--- src/design/fcs_pkg.sv ---
// Package for the flash command sequencer host: codes, addresses, command set and carriers
package fcs_pkg;

    // Bus cycle data codes
    localparam logic [7:0] CD_UNLOCK1 = 8'hAA;
    localparam logic [7:0] CD_UNLOCK2 = 8'h55;
    localparam logic [7:0] CD_PROGRAM = 8'hA0;
    localparam logic [7:0] CD_BUF_LOAD = 8'h25;
    localparam logic [7:0] CD_BUF_CONFIRM = 8'h29;
    localparam logic [7:0] CD_RESET = 8'hF0;
    localparam logic [7:0] CD_ERASE_SETUP = 8'h80;
    localparam logic [7:0] CD_CHIP_ERASE = 8'h10;
    localparam logic [7:0] CD_SECTOR_ERASE = 8'h30;
    localparam logic [7:0] CD_QUERY = 8'h98;
    localparam logic [7:0] CD_SUSPEND = 8'hB0;
    localparam logic [7:0] CD_RESUME = 8'h30;
    localparam logic [7:0] CD_DPD_ENTER = 8'hB9;
    localparam logic [7:0] CD_DPD_EXIT = 8'hAB;
    localparam logic [7:0] CD_LOCKREG_ENTER = 8'h40;
    localparam logic [7:0] CD_NVPROT_ENTER = 8'hC0;
    localparam logic [7:0] CD_FREEZE_ENTER = 8'h50;
    localparam logic [7:0] CD_SET_EXIT1 = 8'h90;
    localparam logic [7:0] CD_ZERO = 8'h00;

    // Unlock and query addresses, word mode and byte mode, and the zero address
    localparam logic [11:0] AD_W_UNLOCK1 = 12'h555;
    localparam logic [11:0] AD_W_UNLOCK2 = 12'h2AA;
    localparam logic [11:0] AD_B_UNLOCK1 = 12'hAAA;
    localparam logic [11:0] AD_B_UNLOCK2 = 12'h555;
    localparam logic [11:0] AD_W_QUERY = 12'h055;
    localparam logic [11:0] AD_B_QUERY = 12'h0AA;
    localparam logic [11:0] AD_ZERO = 12'h000;

    // Protection status encodings
    localparam logic [7:0] ST_PROTECTED = 8'h00;
    localparam logic [7:0] ST_UNPROTECTED = 8'h01;

    // Bus strobe length in clock cycles
    localparam int STROBE_CYCLES = 2;

    // Host commands
    typedef enum logic [4:0] {
        FCS_CMD_PROGRAM = 5'h00,
        FCS_CMD_BUF_PROGRAM = 5'h01,
        FCS_CMD_BUF_ABORT = 5'h02,
        FCS_CMD_CHIP_ERASE = 5'h03,
        FCS_CMD_SECTOR_ERASE = 5'h04,
        FCS_CMD_QUERY = 5'h05,
        FCS_CMD_SUSPEND = 5'h06,
        FCS_CMD_RESUME = 5'h07,
        FCS_CMD_DPD_ENTER = 5'h08,
        FCS_CMD_DPD_EXIT = 5'h09,
        FCS_CMD_RESET = 5'h0A,
        FCS_CMD_LOCKREG_ENTER = 5'h0B,
        FCS_CMD_LOCKREG_PROGRAM = 5'h0C,
        FCS_CMD_SET_EXIT = 5'h0D,
        FCS_CMD_NVPROT_ENTER = 5'h0E,
        FCS_CMD_NVPROT_SET = 5'h0F,
        FCS_CMD_NVPROT_ERASE_ALL = 5'h10,
        FCS_CMD_FREEZE_ENTER = 5'h11,
        FCS_CMD_FREEZE_SET = 5'h12,
        FCS_CMD_READ = 5'h13
    } fcs_cmd_e;

    // One request from the user side
    typedef struct packed {
        fcs_cmd_e cmd;
        logic [23:0] addr;
        logic [15:0] data;
        logic [7:0] count_m1;
    } fcs_req_s;

    // One bus cycle handed to the pin driver
    typedef struct packed {
        logic is_read;
        logic [23:0] addr;
        logic [15:0] data;
    } fcs_cyc_s;

endpackage

--- src/design/fcs_bus_cycle.sv ---
// Pin driver: turns one bus cycle into a write or read strobe on the flash pins
module fcs_bus_cycle #(
    parameter int STROBE = fcs_pkg::STROBE_CYCLES
) (
    input wire logic mclk_in,
    input wire logic rst_in,
    input wire logic cyc_valid_in,
    input fcs_pkg::fcs_cyc_s cyc_in,
    output logic cyc_ready_out,
    output logic rd_valid_out,
    output logic [15:0] rd_data_out,
    output logic [23:0] addr_out,
    output logic ce_n_out,
    output logic we_n_out,
    output logic oe_n_out,
    output logic [15:0] dq_out,
    output logic dq_oe_out,
    input wire logic [15:0] dq_in
);

    initial begin
        if (STROBE < 1 || STROBE > 255) $error("fcs_bus_cycle: STROBE out of range");
    end

    logic [7:0] cnt_r;
    logic busy_r;
    logic rd_r;

    assign cyc_ready_out = !busy_r;

    // Strobe sequencer: pins stay asserted for STROBE cycles, then one idle cycle
    always_ff @(posedge mclk_in or posedge rst_in) begin
        if (rst_in) begin
            busy_r <= 1'b0;
            cnt_r <= 8'h00;
            rd_r <= 1'b0;
            addr_out <= 24'h000000;
            dq_out <= 16'h0000;
            dq_oe_out <= 1'b0;
            ce_n_out <= 1'b1;
            we_n_out <= 1'b1;
            oe_n_out <= 1'b1;
        end else if (!busy_r) begin
            if (cyc_valid_in) begin
                busy_r <= 1'b1;
                cnt_r <= 8'(STROBE);
                rd_r <= cyc_in.is_read;
                addr_out <= cyc_in.addr;
                dq_out <= cyc_in.data;
                dq_oe_out <= !cyc_in.is_read;
                ce_n_out <= 1'b0;
                we_n_out <= cyc_in.is_read;
                oe_n_out <= !cyc_in.is_read;
            end
        end else if (cnt_r != 8'h00) begin
            cnt_r <= cnt_r - 8'h01;
            // Write data latches on the rising write strobe, so release it here
            if (cnt_r == 8'h01) begin
                ce_n_out <= 1'b1;
                we_n_out <= 1'b1;
                oe_n_out <= 1'b1;
            end
        end else begin
            busy_r <= 1'b0;
            dq_oe_out <= 1'b0; // Hold data one cycle past the strobe edge
        end
    end

    // Read data is sampled on the last strobe cycle
    always_ff @(posedge mclk_in or posedge rst_in) begin
        if (rst_in) begin
            rd_valid_out <= 1'b0;
            rd_data_out <= 16'h0000;
        end else begin
            rd_valid_out <= busy_r && rd_r && cnt_r == 8'h01;
            if (busy_r && rd_r && cnt_r == 8'h01) begin
                rd_data_out <= dq_in;
            end
        end
    end

endmodule

--- src/design/fcs_host.sv ---
// Host-side command sequencer that drives flash command sequences on the parallel bus
// Summary of operation
// - Program: two unlocks, A0, then target/payload
// - Buffered program: unlocks, 25, count, then pairs
// - Count cycle carries words minus one
// - 29 to sector commits; unlock F0 aborts
// - Erase: unlock, 80, unlock, 10 or 30
// - Write 98 at query address enters query
// - B0 suspends, 30 resumes, any address
// - Deep power-down: unlocks, B9; AB exits
// - Unlocks, 40 enter lock register; A0, data
// - Lock register readable; 90 then 00 exits
// - Unlocks then C0 enter nonvolatile protection set
// - A0/00 sets bit, 80/30 erases, read status
// - 90 then 00 leaves nonvolatile protection set
// - Query mode lasts until reset command
// - F0 anywhere resets to read array
module fcs_host #(
    parameter int MAX_BUF_WORDS = 32
) (
    input wire logic mclk_in,
    input wire logic rst_in,
    input wire logic byte_mode_in,
    input wire logic req_valid_in,
    input fcs_pkg::fcs_req_s req_in,
    output logic req_ready_out,
    input wire logic buf_valid_in,
    input wire logic [23:0] buf_addr_in,
    input wire logic [15:0] buf_data_in,
    output logic buf_ready_out,
    output logic done_out,
    output logic [15:0] rd_data_out,
    output logic prot_status_out,
    output logic [23:0] addr_out,
    output logic ce_n_out,
    output logic we_n_out,
    output logic oe_n_out,
    output logic [15:0] dq_out,
    output logic dq_oe_out,
    input wire logic [15:0] dq_in
);

    initial begin
        if (MAX_BUF_WORDS < 1 || MAX_BUF_WORDS > 256) $error("fcs_host: MAX_BUF_WORDS out of range");
    end

    ////////////////////////////////////////////////////////////////////////
    // Sequencer state

    typedef enum logic [2:0] {
        FCS_IDLE = 3'b000,
        FCS_ISSUE = 3'b001,
        FCS_BUF_DATA = 3'b011,
        FCS_WAIT_READ = 3'b010,
        FCS_FINISH = 3'b110
    } fcs_state_e;

    fcs_state_e state_r;
    fcs_pkg::fcs_req_s req_r;
    logic [2:0] step_r;
    logic [2:0] last_step_r;
    logic [8:0] words_left_r;
    logic byte_r;

    logic cyc_valid;
    logic cyc_ready;
    fcs_pkg::fcs_cyc_s cyc;
    logic rd_valid;
    logic [15:0] rd_data;

    // Unlock address for cycle 1 or 2: 555/2AA in word mode, AAA/555 in byte mode
    function automatic logic [23:0] unlock_addr(input logic second, input logic bmode);
        logic [11:0] a;
        a = second ? (bmode ? fcs_pkg::AD_B_UNLOCK2 : fcs_pkg::AD_W_UNLOCK2)
                   : (bmode ? fcs_pkg::AD_B_UNLOCK1 : fcs_pkg::AD_W_UNLOCK1);
        return {12'h000, a};
    endfunction

    function automatic fcs_pkg::fcs_cyc_s wr(input logic [23:0] a, input logic [7:0] d);
        return '{is_read: 1'b0, addr: a, data: {8'h00, d}};
    endfunction

    // Number of cycles (minus one) in each command's fixed part
    function automatic logic [2:0] cmd_last(input fcs_pkg::fcs_cmd_e c);
        case (c)
            fcs_pkg::FCS_CMD_PROGRAM: cmd_last = 3'h3;
            fcs_pkg::FCS_CMD_BUF_PROGRAM: cmd_last = 3'h3;
            fcs_pkg::FCS_CMD_CHIP_ERASE,
            fcs_pkg::FCS_CMD_SECTOR_ERASE: cmd_last = 3'h5;
            fcs_pkg::FCS_CMD_BUF_ABORT, fcs_pkg::FCS_CMD_DPD_ENTER,
            fcs_pkg::FCS_CMD_LOCKREG_ENTER, fcs_pkg::FCS_CMD_NVPROT_ENTER,
            fcs_pkg::FCS_CMD_FREEZE_ENTER: cmd_last = 3'h2;
            fcs_pkg::FCS_CMD_LOCKREG_PROGRAM, fcs_pkg::FCS_CMD_SET_EXIT,
            fcs_pkg::FCS_CMD_NVPROT_SET, fcs_pkg::FCS_CMD_NVPROT_ERASE_ALL,
            fcs_pkg::FCS_CMD_FREEZE_SET: cmd_last = 3'h1;
            default: cmd_last = 3'h0;
        endcase
    endfunction

    ////////////////////////////////////////////////////////////////////////
    // Cycle table: address and data of step step_r for the held request

    always_comb begin
        logic [23:0] u1;
        logic [23:0] u2;
        logic [7:0] c3;
        u1 = unlock_addr(1'b0, byte_r);
        u2 = unlock_addr(1'b1, byte_r);
        c3 = fcs_pkg::CD_ZERO;
        cyc = wr(u1, fcs_pkg::CD_UNLOCK1);
        case (req_r.cmd)
            fcs_pkg::FCS_CMD_PROGRAM, fcs_pkg::FCS_CMD_BUF_ABORT, fcs_pkg::FCS_CMD_DPD_ENTER,
            fcs_pkg::FCS_CMD_LOCKREG_ENTER, fcs_pkg::FCS_CMD_NVPROT_ENTER,
            fcs_pkg::FCS_CMD_FREEZE_ENTER: begin
                case (req_r.cmd)
                    fcs_pkg::FCS_CMD_PROGRAM: c3 = fcs_pkg::CD_PROGRAM;
                    fcs_pkg::FCS_CMD_BUF_ABORT: c3 = fcs_pkg::CD_RESET;
                    fcs_pkg::FCS_CMD_DPD_ENTER: c3 = fcs_pkg::CD_DPD_ENTER;
                    fcs_pkg::FCS_CMD_LOCKREG_ENTER: c3 = fcs_pkg::CD_LOCKREG_ENTER;
                    fcs_pkg::FCS_CMD_NVPROT_ENTER: c3 = fcs_pkg::CD_NVPROT_ENTER;
                    fcs_pkg::FCS_CMD_FREEZE_ENTER: c3 = fcs_pkg::CD_FREEZE_ENTER;
                    default: c3 = fcs_pkg::CD_ZERO;
                endcase
                case (step_r)
                    3'h0: cyc = wr(u1, fcs_pkg::CD_UNLOCK1);
                    3'h1: cyc = wr(u2, fcs_pkg::CD_UNLOCK2);
                    3'h2: cyc = wr(u1, c3);
                    default: cyc = '{is_read: 1'b0, addr: req_r.addr, data: req_r.data};
                endcase
            end
            fcs_pkg::FCS_CMD_BUF_PROGRAM: begin
                case (step_r)
                    3'h0: cyc = wr(u1, fcs_pkg::CD_UNLOCK1);
                    3'h1: cyc = wr(u2, fcs_pkg::CD_UNLOCK2);
                    3'h2: cyc = wr(req_r.addr, fcs_pkg::CD_BUF_LOAD);
                    3'h3: cyc = wr(req_r.addr, req_r.count_m1);
                    default: cyc = wr(req_r.addr, fcs_pkg::CD_BUF_CONFIRM);
                endcase
            end
            fcs_pkg::FCS_CMD_CHIP_ERASE, fcs_pkg::FCS_CMD_SECTOR_ERASE: begin
                case (step_r)
                    3'h0, 3'h3: cyc = wr(u1, fcs_pkg::CD_UNLOCK1);
                    3'h1, 3'h4: cyc = wr(u2, fcs_pkg::CD_UNLOCK2);
                    3'h2: cyc = wr(u1, fcs_pkg::CD_ERASE_SETUP);
                    default: cyc = (req_r.cmd == fcs_pkg::FCS_CMD_CHIP_ERASE)
                        ? wr(u1, fcs_pkg::CD_CHIP_ERASE) : wr(req_r.addr, fcs_pkg::CD_SECTOR_ERASE);
                endcase
            end
            fcs_pkg::FCS_CMD_QUERY:
                cyc = wr({12'h000, byte_r ? fcs_pkg::AD_B_QUERY : fcs_pkg::AD_W_QUERY}, fcs_pkg::CD_QUERY);
            fcs_pkg::FCS_CMD_SUSPEND: cyc = wr(req_r.addr, fcs_pkg::CD_SUSPEND);
            fcs_pkg::FCS_CMD_RESUME: cyc = wr(req_r.addr, fcs_pkg::CD_RESUME);
            fcs_pkg::FCS_CMD_DPD_EXIT: cyc = wr(req_r.addr, fcs_pkg::CD_DPD_EXIT);
            fcs_pkg::FCS_CMD_RESET: cyc = wr(req_r.addr, fcs_pkg::CD_RESET);
            fcs_pkg::FCS_CMD_LOCKREG_PROGRAM, fcs_pkg::FCS_CMD_FREEZE_SET, fcs_pkg::FCS_CMD_NVPROT_SET:
                cyc = (step_r == 3'h0) ? wr(req_r.addr, fcs_pkg::CD_PROGRAM)
                    : (req_r.cmd == fcs_pkg::FCS_CMD_LOCKREG_PROGRAM)
                    ? '{is_read: 1'b0, addr: req_r.addr, data: req_r.data}
                    : wr(req_r.addr, fcs_pkg::CD_ZERO);
            fcs_pkg::FCS_CMD_NVPROT_ERASE_ALL:
                cyc = (step_r == 3'h0) ? wr(req_r.addr, fcs_pkg::CD_ERASE_SETUP)
                    : wr({12'h000, fcs_pkg::AD_ZERO}, fcs_pkg::CD_SECTOR_ERASE);
            fcs_pkg::FCS_CMD_SET_EXIT:
                cyc = wr(req_r.addr, (step_r == 3'h0) ? fcs_pkg::CD_SET_EXIT1 : fcs_pkg::CD_ZERO);
            fcs_pkg::FCS_CMD_READ: cyc = '{is_read: 1'b1, addr: req_r.addr, data: 16'h0000};
            default: cyc = wr(req_r.addr, fcs_pkg::CD_RESET);
        endcase
        if (state_r == FCS_BUF_DATA) begin
            cyc = '{is_read: 1'b0, addr: buf_addr_in, data: buf_data_in};
        end
    end

    assign cyc_valid = (state_r == FCS_ISSUE) || (state_r == FCS_BUF_DATA && buf_valid_in);
    assign buf_ready_out = (state_r == FCS_BUF_DATA) && cyc_ready;
    assign req_ready_out = (state_r == FCS_IDLE);

    ////////////////////////////////////////////////////////////////////////
    // Sequencing: whole command issued before the next request is taken (buffer words wait on buf_valid_in), so the device never sees a broken sequence

    always_ff @(posedge mclk_in or posedge rst_in) begin
        if (rst_in) begin
            state_r <= FCS_IDLE;
            req_r <= '0;
            step_r <= 3'h0;
            last_step_r <= 3'h0;
            words_left_r <= 9'h000;
            byte_r <= 1'b0;
        end else begin
            case (state_r)
                FCS_IDLE: begin
                    if (req_valid_in) begin
                        req_r <= req_in;
                        byte_r <= byte_mode_in;
                        step_r <= 3'h0;
                        last_step_r <= cmd_last(req_in.cmd);
                        // Words sent are clamped to the buffer depth the device accepts; the count cycle still carries count_m1
                        words_left_r <= (req_in.count_m1 >= 8'(MAX_BUF_WORDS)) ? 9'(MAX_BUF_WORDS)
                            : 9'({1'b0, req_in.count_m1} + 9'h001);
                        state_r <= FCS_ISSUE;
                    end
                end
                FCS_ISSUE: begin
                    if (cyc_ready) begin
                        if (cyc.is_read) begin
                            state_r <= FCS_WAIT_READ;
                        end else if (req_r.cmd == fcs_pkg::FCS_CMD_BUF_PROGRAM && step_r == 3'h3) begin
                            state_r <= FCS_BUF_DATA;
                        end else if (step_r >= last_step_r) begin
                            state_r <= FCS_FINISH;
                        end else begin
                            step_r <= step_r + 3'h1;
                        end
                    end
                end
                FCS_BUF_DATA: begin
                    if (buf_valid_in && cyc_ready) begin
                        words_left_r <= words_left_r - 9'h001;
                        if (words_left_r == 9'h001) begin
                            step_r <= 3'h4;
                            state_r <= FCS_ISSUE; // Confirm follows last location
                        end
                    end
                end
                FCS_WAIT_READ: begin
                    if (rd_valid) begin
                        state_r <= FCS_FINISH;
                    end
                end
                FCS_FINISH: state_r <= FCS_IDLE;
                default: state_r <= FCS_IDLE;
            endcase
        end
    end

    // Completion pulse and read result; status bit is high when protected
    always_ff @(posedge mclk_in or posedge rst_in) begin
        if (rst_in) begin
            done_out <= 1'b0;
            rd_data_out <= 16'h0000;
            prot_status_out <= 1'b0;
        end else begin
            done_out <= (state_r == FCS_FINISH);
            if (rd_valid) begin
                rd_data_out <= rd_data;
                prot_status_out <= (rd_data[7:0] == fcs_pkg::ST_PROTECTED);
            end
        end
    end

    fcs_bus_cycle u_bus (
        .mclk_in(mclk_in),
        .rst_in(rst_in),
        .cyc_valid_in(cyc_valid),
        .cyc_in(cyc),
        .cyc_ready_out(cyc_ready),
        .rd_valid_out(rd_valid),
        .rd_data_out(rd_data),
        .addr_out(addr_out),
        .ce_n_out(ce_n_out),
        .we_n_out(we_n_out),
        .oe_n_out(oe_n_out),
        .dq_out(dq_out),
        .dq_oe_out(dq_oe_out),
        .dq_in(dq_in)
    );

endmodule

--- config.mk ---
export PLATFORM = sky130hd
export DESIGN_NAME = fcs_host
export DESIGN_NICKNAME = d
export VERILOG_FILES = /design/src/design/fcs_pkg.sv /design/src/design/fcs_bus_cycle.sv /design/src/design/fcs_host.sv
export SDC_FILE = /design/constraint.sdc
export NUM_CORES = 1
export LEC_CHECK = 0
export ABC_AREA = 0
export BUFFER_PORTS_ARGS = -buffer_cell sky130_fd_sc_hd__buf_2
export CORE_UTILIZATION = 50
export CTS_CLUSTER_DIAMETER = 200
export DETAILED_ROUTE_END_ITERATION = 8
export HOLD_SLACK_MARGIN = 0.02
export PLACE_DENSITY = 0.81
export SLEW_MARGIN = 20
export SYNTH_ARGS = -nofsm -noshare
export SYNTH_HDL_FRONTEND = slang
export SYNTH_SLANG_ARGS = --single-unit
--- constraint.sdc ---
create_clock -name mclk_in -period 7.04 [get_ports mclk_in]
set_input_delay 0.352 -clock mclk_in [delete_from_list [all_inputs] [get_ports mclk_in]]
set_output_delay 0.352 -clock mclk_in [all_outputs]
set_load 0.01 [all_outputs]
==> impl_metrics.ini, run 1 <==
[critical_path]
cp_slowest_cell = dfrtp_1
worst_setup_path_start_kind = flip-flop
cp_max_fo = 23
path_class = flip-flop to flip-flop
slowest_delay_ns = 0.85
end_kind = flip-flop
cp.required_ns = 7.40
cp_common_cell = inv_1
worst_ep_arrival_time_ns = 3.61
crit_chain = inv_1, ha_1, inv_1, nand3_1, or2_4, a41oi_4, a221oi_1, nor2_1

[synthesis]
yosysUniqueCellTypes = 93
yosys.area_share.adder = 0.0270
yosysMostFrequentCell = nand2_1
postSynthAreaPerCell_um2 = 8.87
yosys_warnings = 0
synth-xor-area-share = 0.0119
synthTopCellsByArea = dfrtp_1 (45%), nand2_1 (10%), nor2_1 (4.2%)
ys_seq_area_frac = 0.457
synth_top_family_by_area = simple AND/OR/NAND/NOR gates
synth_top_flop_cell = dfrtp_1
syn-num-nets = 1127
netlist.area_leader.share = 0.448
synth-edff-count = 0
yosys.area.top_type = dfrtp_1
async_flop_share = 1.00
synthMuxAreaShare = 0.0379
synth_common_cells = nand2_1 (234), dfrtp_1 (158), nor2_1 (99), o21ai_0 (61), a21oi_1 (48)
synth_compound_area_frac = 0.189
synthSimpleGateAreaFrac = 0.228
ys_ff_latch = 161
synth.cell_area_um2 = 8820
syn_inst = 994

[global_routing]
antenna_found_initial = 0
grt_use_total = 0.288
grt_pass1_wl_um = 40600
grt_max_degree = 101
grt_pass1_vias = 7885
grt_overflow = 0

[drt]
ant_nets = 0
totalWireLength_um = 25100
drt_pass1_iterations = 5
wl_per_cell_um = 18.3
post-route-drc-count = 0
first_iter_violations = 667
via_per_inst = 5.82
dr_total_vias = 7990

[cells_and_area]
multiInputGateArea_um2 = 4370
regArea_um2 = 4030
antennaDiodeCount = 0
fin_area_um2 = 10300
fin_nets = 1269
area_delta_synth_final_pct = 17.3
fin_util = 0.600
n_fill_cell = 1500
drive_above_1_share = 0.251

[sta]
relSlewSlack = 0.234
setup_viol = 0
fin_crit_ns = 3.24
finalClockSkew_ns = 0.0101
min_period_over_period = 0.461
finalMaxSlewViolations = 0
worst_pin_slew_ns = 1.15
tns_ns = 0
rsz0062_at_grt = false
worst_hold_slack_ns = 0.102
hold_viol_final = 0
clock.fmax_mhz = 308

[power_and_ir_drop]
p_leak_nw = 4.95
vdd_drop_max_v = 0.000209
power_density_nw_per_um2 = 445
p_total_w = 0.00460

[cts]
cts_buffers = 17
ctsResizeCount = 0
hold_buffers = 0
insertion_delay_ns = 0.43
clk_pin_slew_worst_paths_ns = 0.07
numClockSinks = 161
htree_levels = 4
clock-root-buffer = clkbuf_16
cts_tree = built
clk_path_buf_depth = 2
cts_setup_buffers = 0

[die]
num_io_pins = 178
core_area_um2 = 17200
design.die.area_um2 = 18200
die_w_um = 135
die_h_um = 135
start_util = 0.512
num_rows = 48

[place]
hpwl_um = 17500
post_dp_cell_area_um2 = 9740
routabilityCongestion = 0.951
io_buffers = 177

[hold_path]
hp-class = input port to flip-flop

[job]
maxCapViolations = 0

[status]
status = finished, final reports clean
[worst paths after layout]
check                                      start                               end  slack (ns)  cells past startpoint
max                        step_r[2]$_DFFE_PP0P_    u_bus.addr_out[22]$_DFFE_PP0P_        3.80                      8
min                                   req_in[39]             req_r[39]$_DFFE_PP0P_        0.10                      3
max reg2reg                step_r[2]$_DFFE_PP0P_    u_bus.addr_out[22]$_DFFE_PP0P_        3.80                      8
min reg2reg                req_r[18]$_DFFE_PP0P_             req_r[18]$_DFFE_PP0P_        0.48                      2
max in group asynchronous                 rst_in             req_r[24]$_DFFE_PP0P_        5.62                      3
min in group asynchronous                 rst_in  u_bus.rd_data_out[8]$_DFFE_PP0P_        0.11                      2
[power by group]
| group | switching, W | leakage (nW) | internal, W |
|---|---|---|---|
| clock network | 0.000392 | 0.292 | 0.000547 |
| logic | 0.00123 | 2.71 | 0.000751 |
| registers | 0.000378 | 1.95 | 0.00130 |
| total | 0.00200 | 4.95 | 0.00260 |
[logic make-up after synthesis]
| logic type | after synthesis |
|---|---|
| buffers and inverters | 91 |
| AND/OR/NAND/NOR | 448 |
| multiplexers | 30 |
| flip-flops | 161 |
| XOR/XNOR | 12 |
| adder cells (fa/ha/maj) | 19 |
| AO/OA/AOI/OAI | 233 |
[through the flow]
step                cells  worst slack, ns
CTS                  1374             3.90
global placement     1342             3.97
detailed placement   1342             3.90
finish               1374             3.80
global route         1374             3.67
floorplan             994             2.34
[cells in the final DEF, fill, tap and decap left out, types with 12 or more instances in the layout]
cell type | synthesis | final
nand2_1 | 234 | 233
buf_2 | 18 | 177
dfrtp_1 | 158 | 158
nor2_1 | 99 | 98
o21ai_0 | 61 | 61
a21oi_1 | 48 | 48
inv_1 | 28 | 27
mux2_2 | 27 | 27
nand3_1 | 23 | 23
ha_1 | 19 | 19
clkbuf_16 | 0 | 17
or3_1 | 12 | 12
a31oi_1 | 12 | 12
a221oi_1 | 12 | 12
[registers in the layout, indices dropped and copies added, names as in the netlist, 3 cells and up]
register,flops
u_bus.addr_out,24
req_r,53
rd_data_out,16
step_r,3
words_left_r,9
u_bus.dq_out,16
u_bus.cnt_r,8
u_bus.rd_data_out,16
last_step_r,3
state_r,3
[critical path, delay by kind of cell, from the launching register on]
family          cells  cell delay (ns)
simple gates        3             0.62
buf+inv             2             0.56
fa+ha+maj           1             0.50
compound gates      2             0.64
flops               1             0.85
[area by class of cell]
| cell class | count | share of cell area |
|---|---|---|
| repair buffers | 185 | 0.0915 |
| multi-input cells | 742 | 0.422 |
| clock buffers | 19 | 0.0438 |
| inverters | 29 | 0.0110 |
| clock inverters | 13 | 0.0144 |
| flip-flops and latches | 161 | 0.390 |
| well taps | 225 | 0.0272 |
[per-layer routing]
metal,share of wire,wire length (um),track usage
met5,0,0,0
met3,0.084,2110,0.0818
met2,0.46,11600,0.453
met4,0.033,822,0.119
met1,0.42,10600,0.373
Note: power is estimated with default switching activity, not from simulation.
==> run 2: changes to the inputs <==
- clock period: 7.04 -> 3.1 ns (I/O delays scaled with it)
==> run 2 against run 1 <==
Clock power increased to 2.5 times the previous value. Final cell count increased by 7.5%. Wire length increased by 12%. Flip-flop and latch count unchanged. First-iteration DRC count decreased by 4.0%. Clock skew increased by 0.0035 ns. Core utilization increased by 6.3 points. Combinational power increased to 2.5 times the previous value. Worst setup slack got worse by 3.4 ns. Cell area increased by 10%. Critical path depth increased by 1. Critical endpoint is now u_bus.addr_out[12]$_DFFE_PP0P_. Highest routed layer unchanged.
==> impl_metrics.ini, run 2 (synthesis results as in run 1) <==
[status]
status = finished, final reports clean

[drt]
dr_total_vias = 8574
wl_per_cell_um = 19.0
post-route-drc-count = 0
totalWireLength_um = 28000
drt_pass1_iterations = 5
ant_nets = 0
first_iter_violations = 640
via_per_inst = 5.81

[die]
num_io_pins = 178
die_h_um = 135
core_area_um2 = 17200
start_util = 0.512
design.die.area_um2 = 18200
num_rows = 48
die_w_um = 135

[critical_path]
cp_max_fo = 13
r2r-start = step_r[0]$_DFFE_PP0P_
worst_setup_path_start_kind = flip-flop
cp_slowest_cell = o21bai_1
end_kind = flip-flop
worst_ep_arrival_time_ns = 3.05
worst-r2r-setup-slack_ns = 0.40
slowest_delay_ns = 0.49
cp-startpoint = step_r[0]$_DFFE_PP0P_
cp.required_ns = 3.45
crit_chain = inv_1, ha_1, o21bai_1, nand3_1, or2_4, a41oi_4, buf_4, a221oi_2, nor2_1
rr_endpoint = u_bus.addr_out[12]$_DFFE_PP0P_
path_class = flip-flop to flip-flop
r2r_cells = 9

[sta]
relSlewSlack = 0.410
fin_crit_ns = 2.70
finalMaxSlewViolations = 0
min_period_over_period = 0.870
finalClockSkew_ns = 0.0136
rsz0062_at_grt = false
tns_ns = 0
clock.fmax_mhz = 371
setup_viol = 0
hold_viol_final = 0
worst_pin_slew_ns = 0.882

[power_and_ir_drop]
p_leak_nw = 5.44
power_density_nw_per_um2 = 969
power.share.sequential = 0.333
internal-power_w = 0.00628
vdd_drop_max_v = 0.000482
pwr-share-clk = 0.213
pwr-share-comb = 0.454
p_sw_frac = 0.432
p_sw_w = 0.00479

[cells_and_area]
largest_reg_flops = 53
drive_above_1_share = 0.245
fin_util = 0.663
area_delta_synth_final_pct = 29.5
n_fill_cell = 1330
instances_no_fill = 1477
antennaDiodeCount = 0
fin_nets = 1372
layout_commonest_cell = nand2_1
top_regs = req_r: 53 flops, u_bus.addr_out: 24 flops
top_register = req_r
final_cell_mix = nand2_1 (233), buf_2 (177), dfrtp_1 (158)

[hold_path]
min_path_cells = 2
worst_hold_startpoint = req_in[4]
whs_endpoint = req_r[4]$_DFFE_PP0P_
hp-class = input port to flip-flop

[cts]
ctsResizeCount = 0
cts_buffers = 17
htree_levels = 4
hold_buffers = 83
clk_pin_slew_worst_paths_ns = 0.07
cts_setup_buffers = 0
insertion_delay_ns = 0.43
clk_path_buf_depth = 2
numClockSinks = 161
cts_tree = built
clock-root-buffer = clkbuf_16

[job]
maxCapViolations = 0

[global_routing]
grt_pass1_wl_um = 44300
grt_max_degree = 85
grt_use_total = 0.317
grt_overflow = 0
antenna_found_initial = 0
grt_pass1_vias = 8558

[place]
dp_cells = 1361
hpwl_um = 18600
io_buffers = 177
routabilityCongestion = 0.962
-- run 2: cell type report --
cell class                      count  area [um2]  area share
Multi-Input combinational cell    742        4370       0.382
Sequential cell                   161        4030       0.353
Timing Repair Buffer              288        1970       0.172
Clock buffer                       18         439      0.0385
Tap cell                          225         282      0.0247
Clock inverter                     14         221      0.0194
Inverter                           29         113     0.00986
-- run 2: per-stage QoR --
stage | total power (W) | worst slack (ns) | cell area (um2) | hold slack, ns
global placement | 0.00840 | 0.573 | 9920 | 0.344
finish | 0.0111 | 0.404 | 11400 | 0.0281
global route | 0.0117 | 0.285 | 11400 | 0.0226
CTS | 0.0109 | 0.456 | 11400 | 0.0201
floorplan | 0.00692 | 0.905 | 8820 | 0.260
detailed placement | 0.00847 | 0.478 | 9920 | 0.347
-- run 2: worst max-delay path by stage --
stage | endpoint | slack [ns] | cells past startpoint
global route | u_bus.addr_out[21]$_DFFE_PP0P_ | 0.28 | 9
floorplan | byte_r$_DFFE_PP0P_ | 0.90 | 1
CTS | u_bus.addr_out[12]$_DFFE_PP0P_ | 0.46 | 9
finish | u_bus.addr_out[12]$_DFFE_PP0P_ | 0.40 | 9
global placement | u_bus.addr_out[3]$_DFFE_PP0P_ | 0.57 | 8
detailed placement | u_bus.addr_out[12]$_DFFE_PP0P_ | 0.48 | 9
-- run 2: per-layer routing --
| metal | vias to the layer above | track usage | share of wire |
|---|---|---|---|
| li1 | 3966 | - | - |
| met1 | 4107 | 0.401 | 0.42 |
| met2 | 420 | 0.519 | 0.48 |
| met3 | 81 | 0.0713 | 0.073 |
| met4 | 0 | 0.144 | 0.034 |
| met5 | - | 0 | 0 |
-- run 2: power by group through the flow --
stage | clock [W] | combinational [W] | sequential, W
after global placement | 0 | 0.00476 | 0.00364
after global routing | 0.00246 | 0.00551 | 0.00378
final | 0.00236 | 0.00502 | 0.00368
after floorplan | 0 | 0.00335 | 0.00357
after detailed placement | 0 | 0.00480 | 0.00367
after CTS | 0.00237 | 0.00492 | 0.00364
-- run 2: critical path, delay by kind of cell (launching register included) --
| kind | cells | cell delay (ns) |
|---|---|---|
| flops | 1 | 0.42 |
| compound gates | 3 | 0.72 |
| fa+ha+maj | 1 | 0.39 |
| buf+inv | 2 | 0.39 |
| simple gates | 3 | 0.70 |
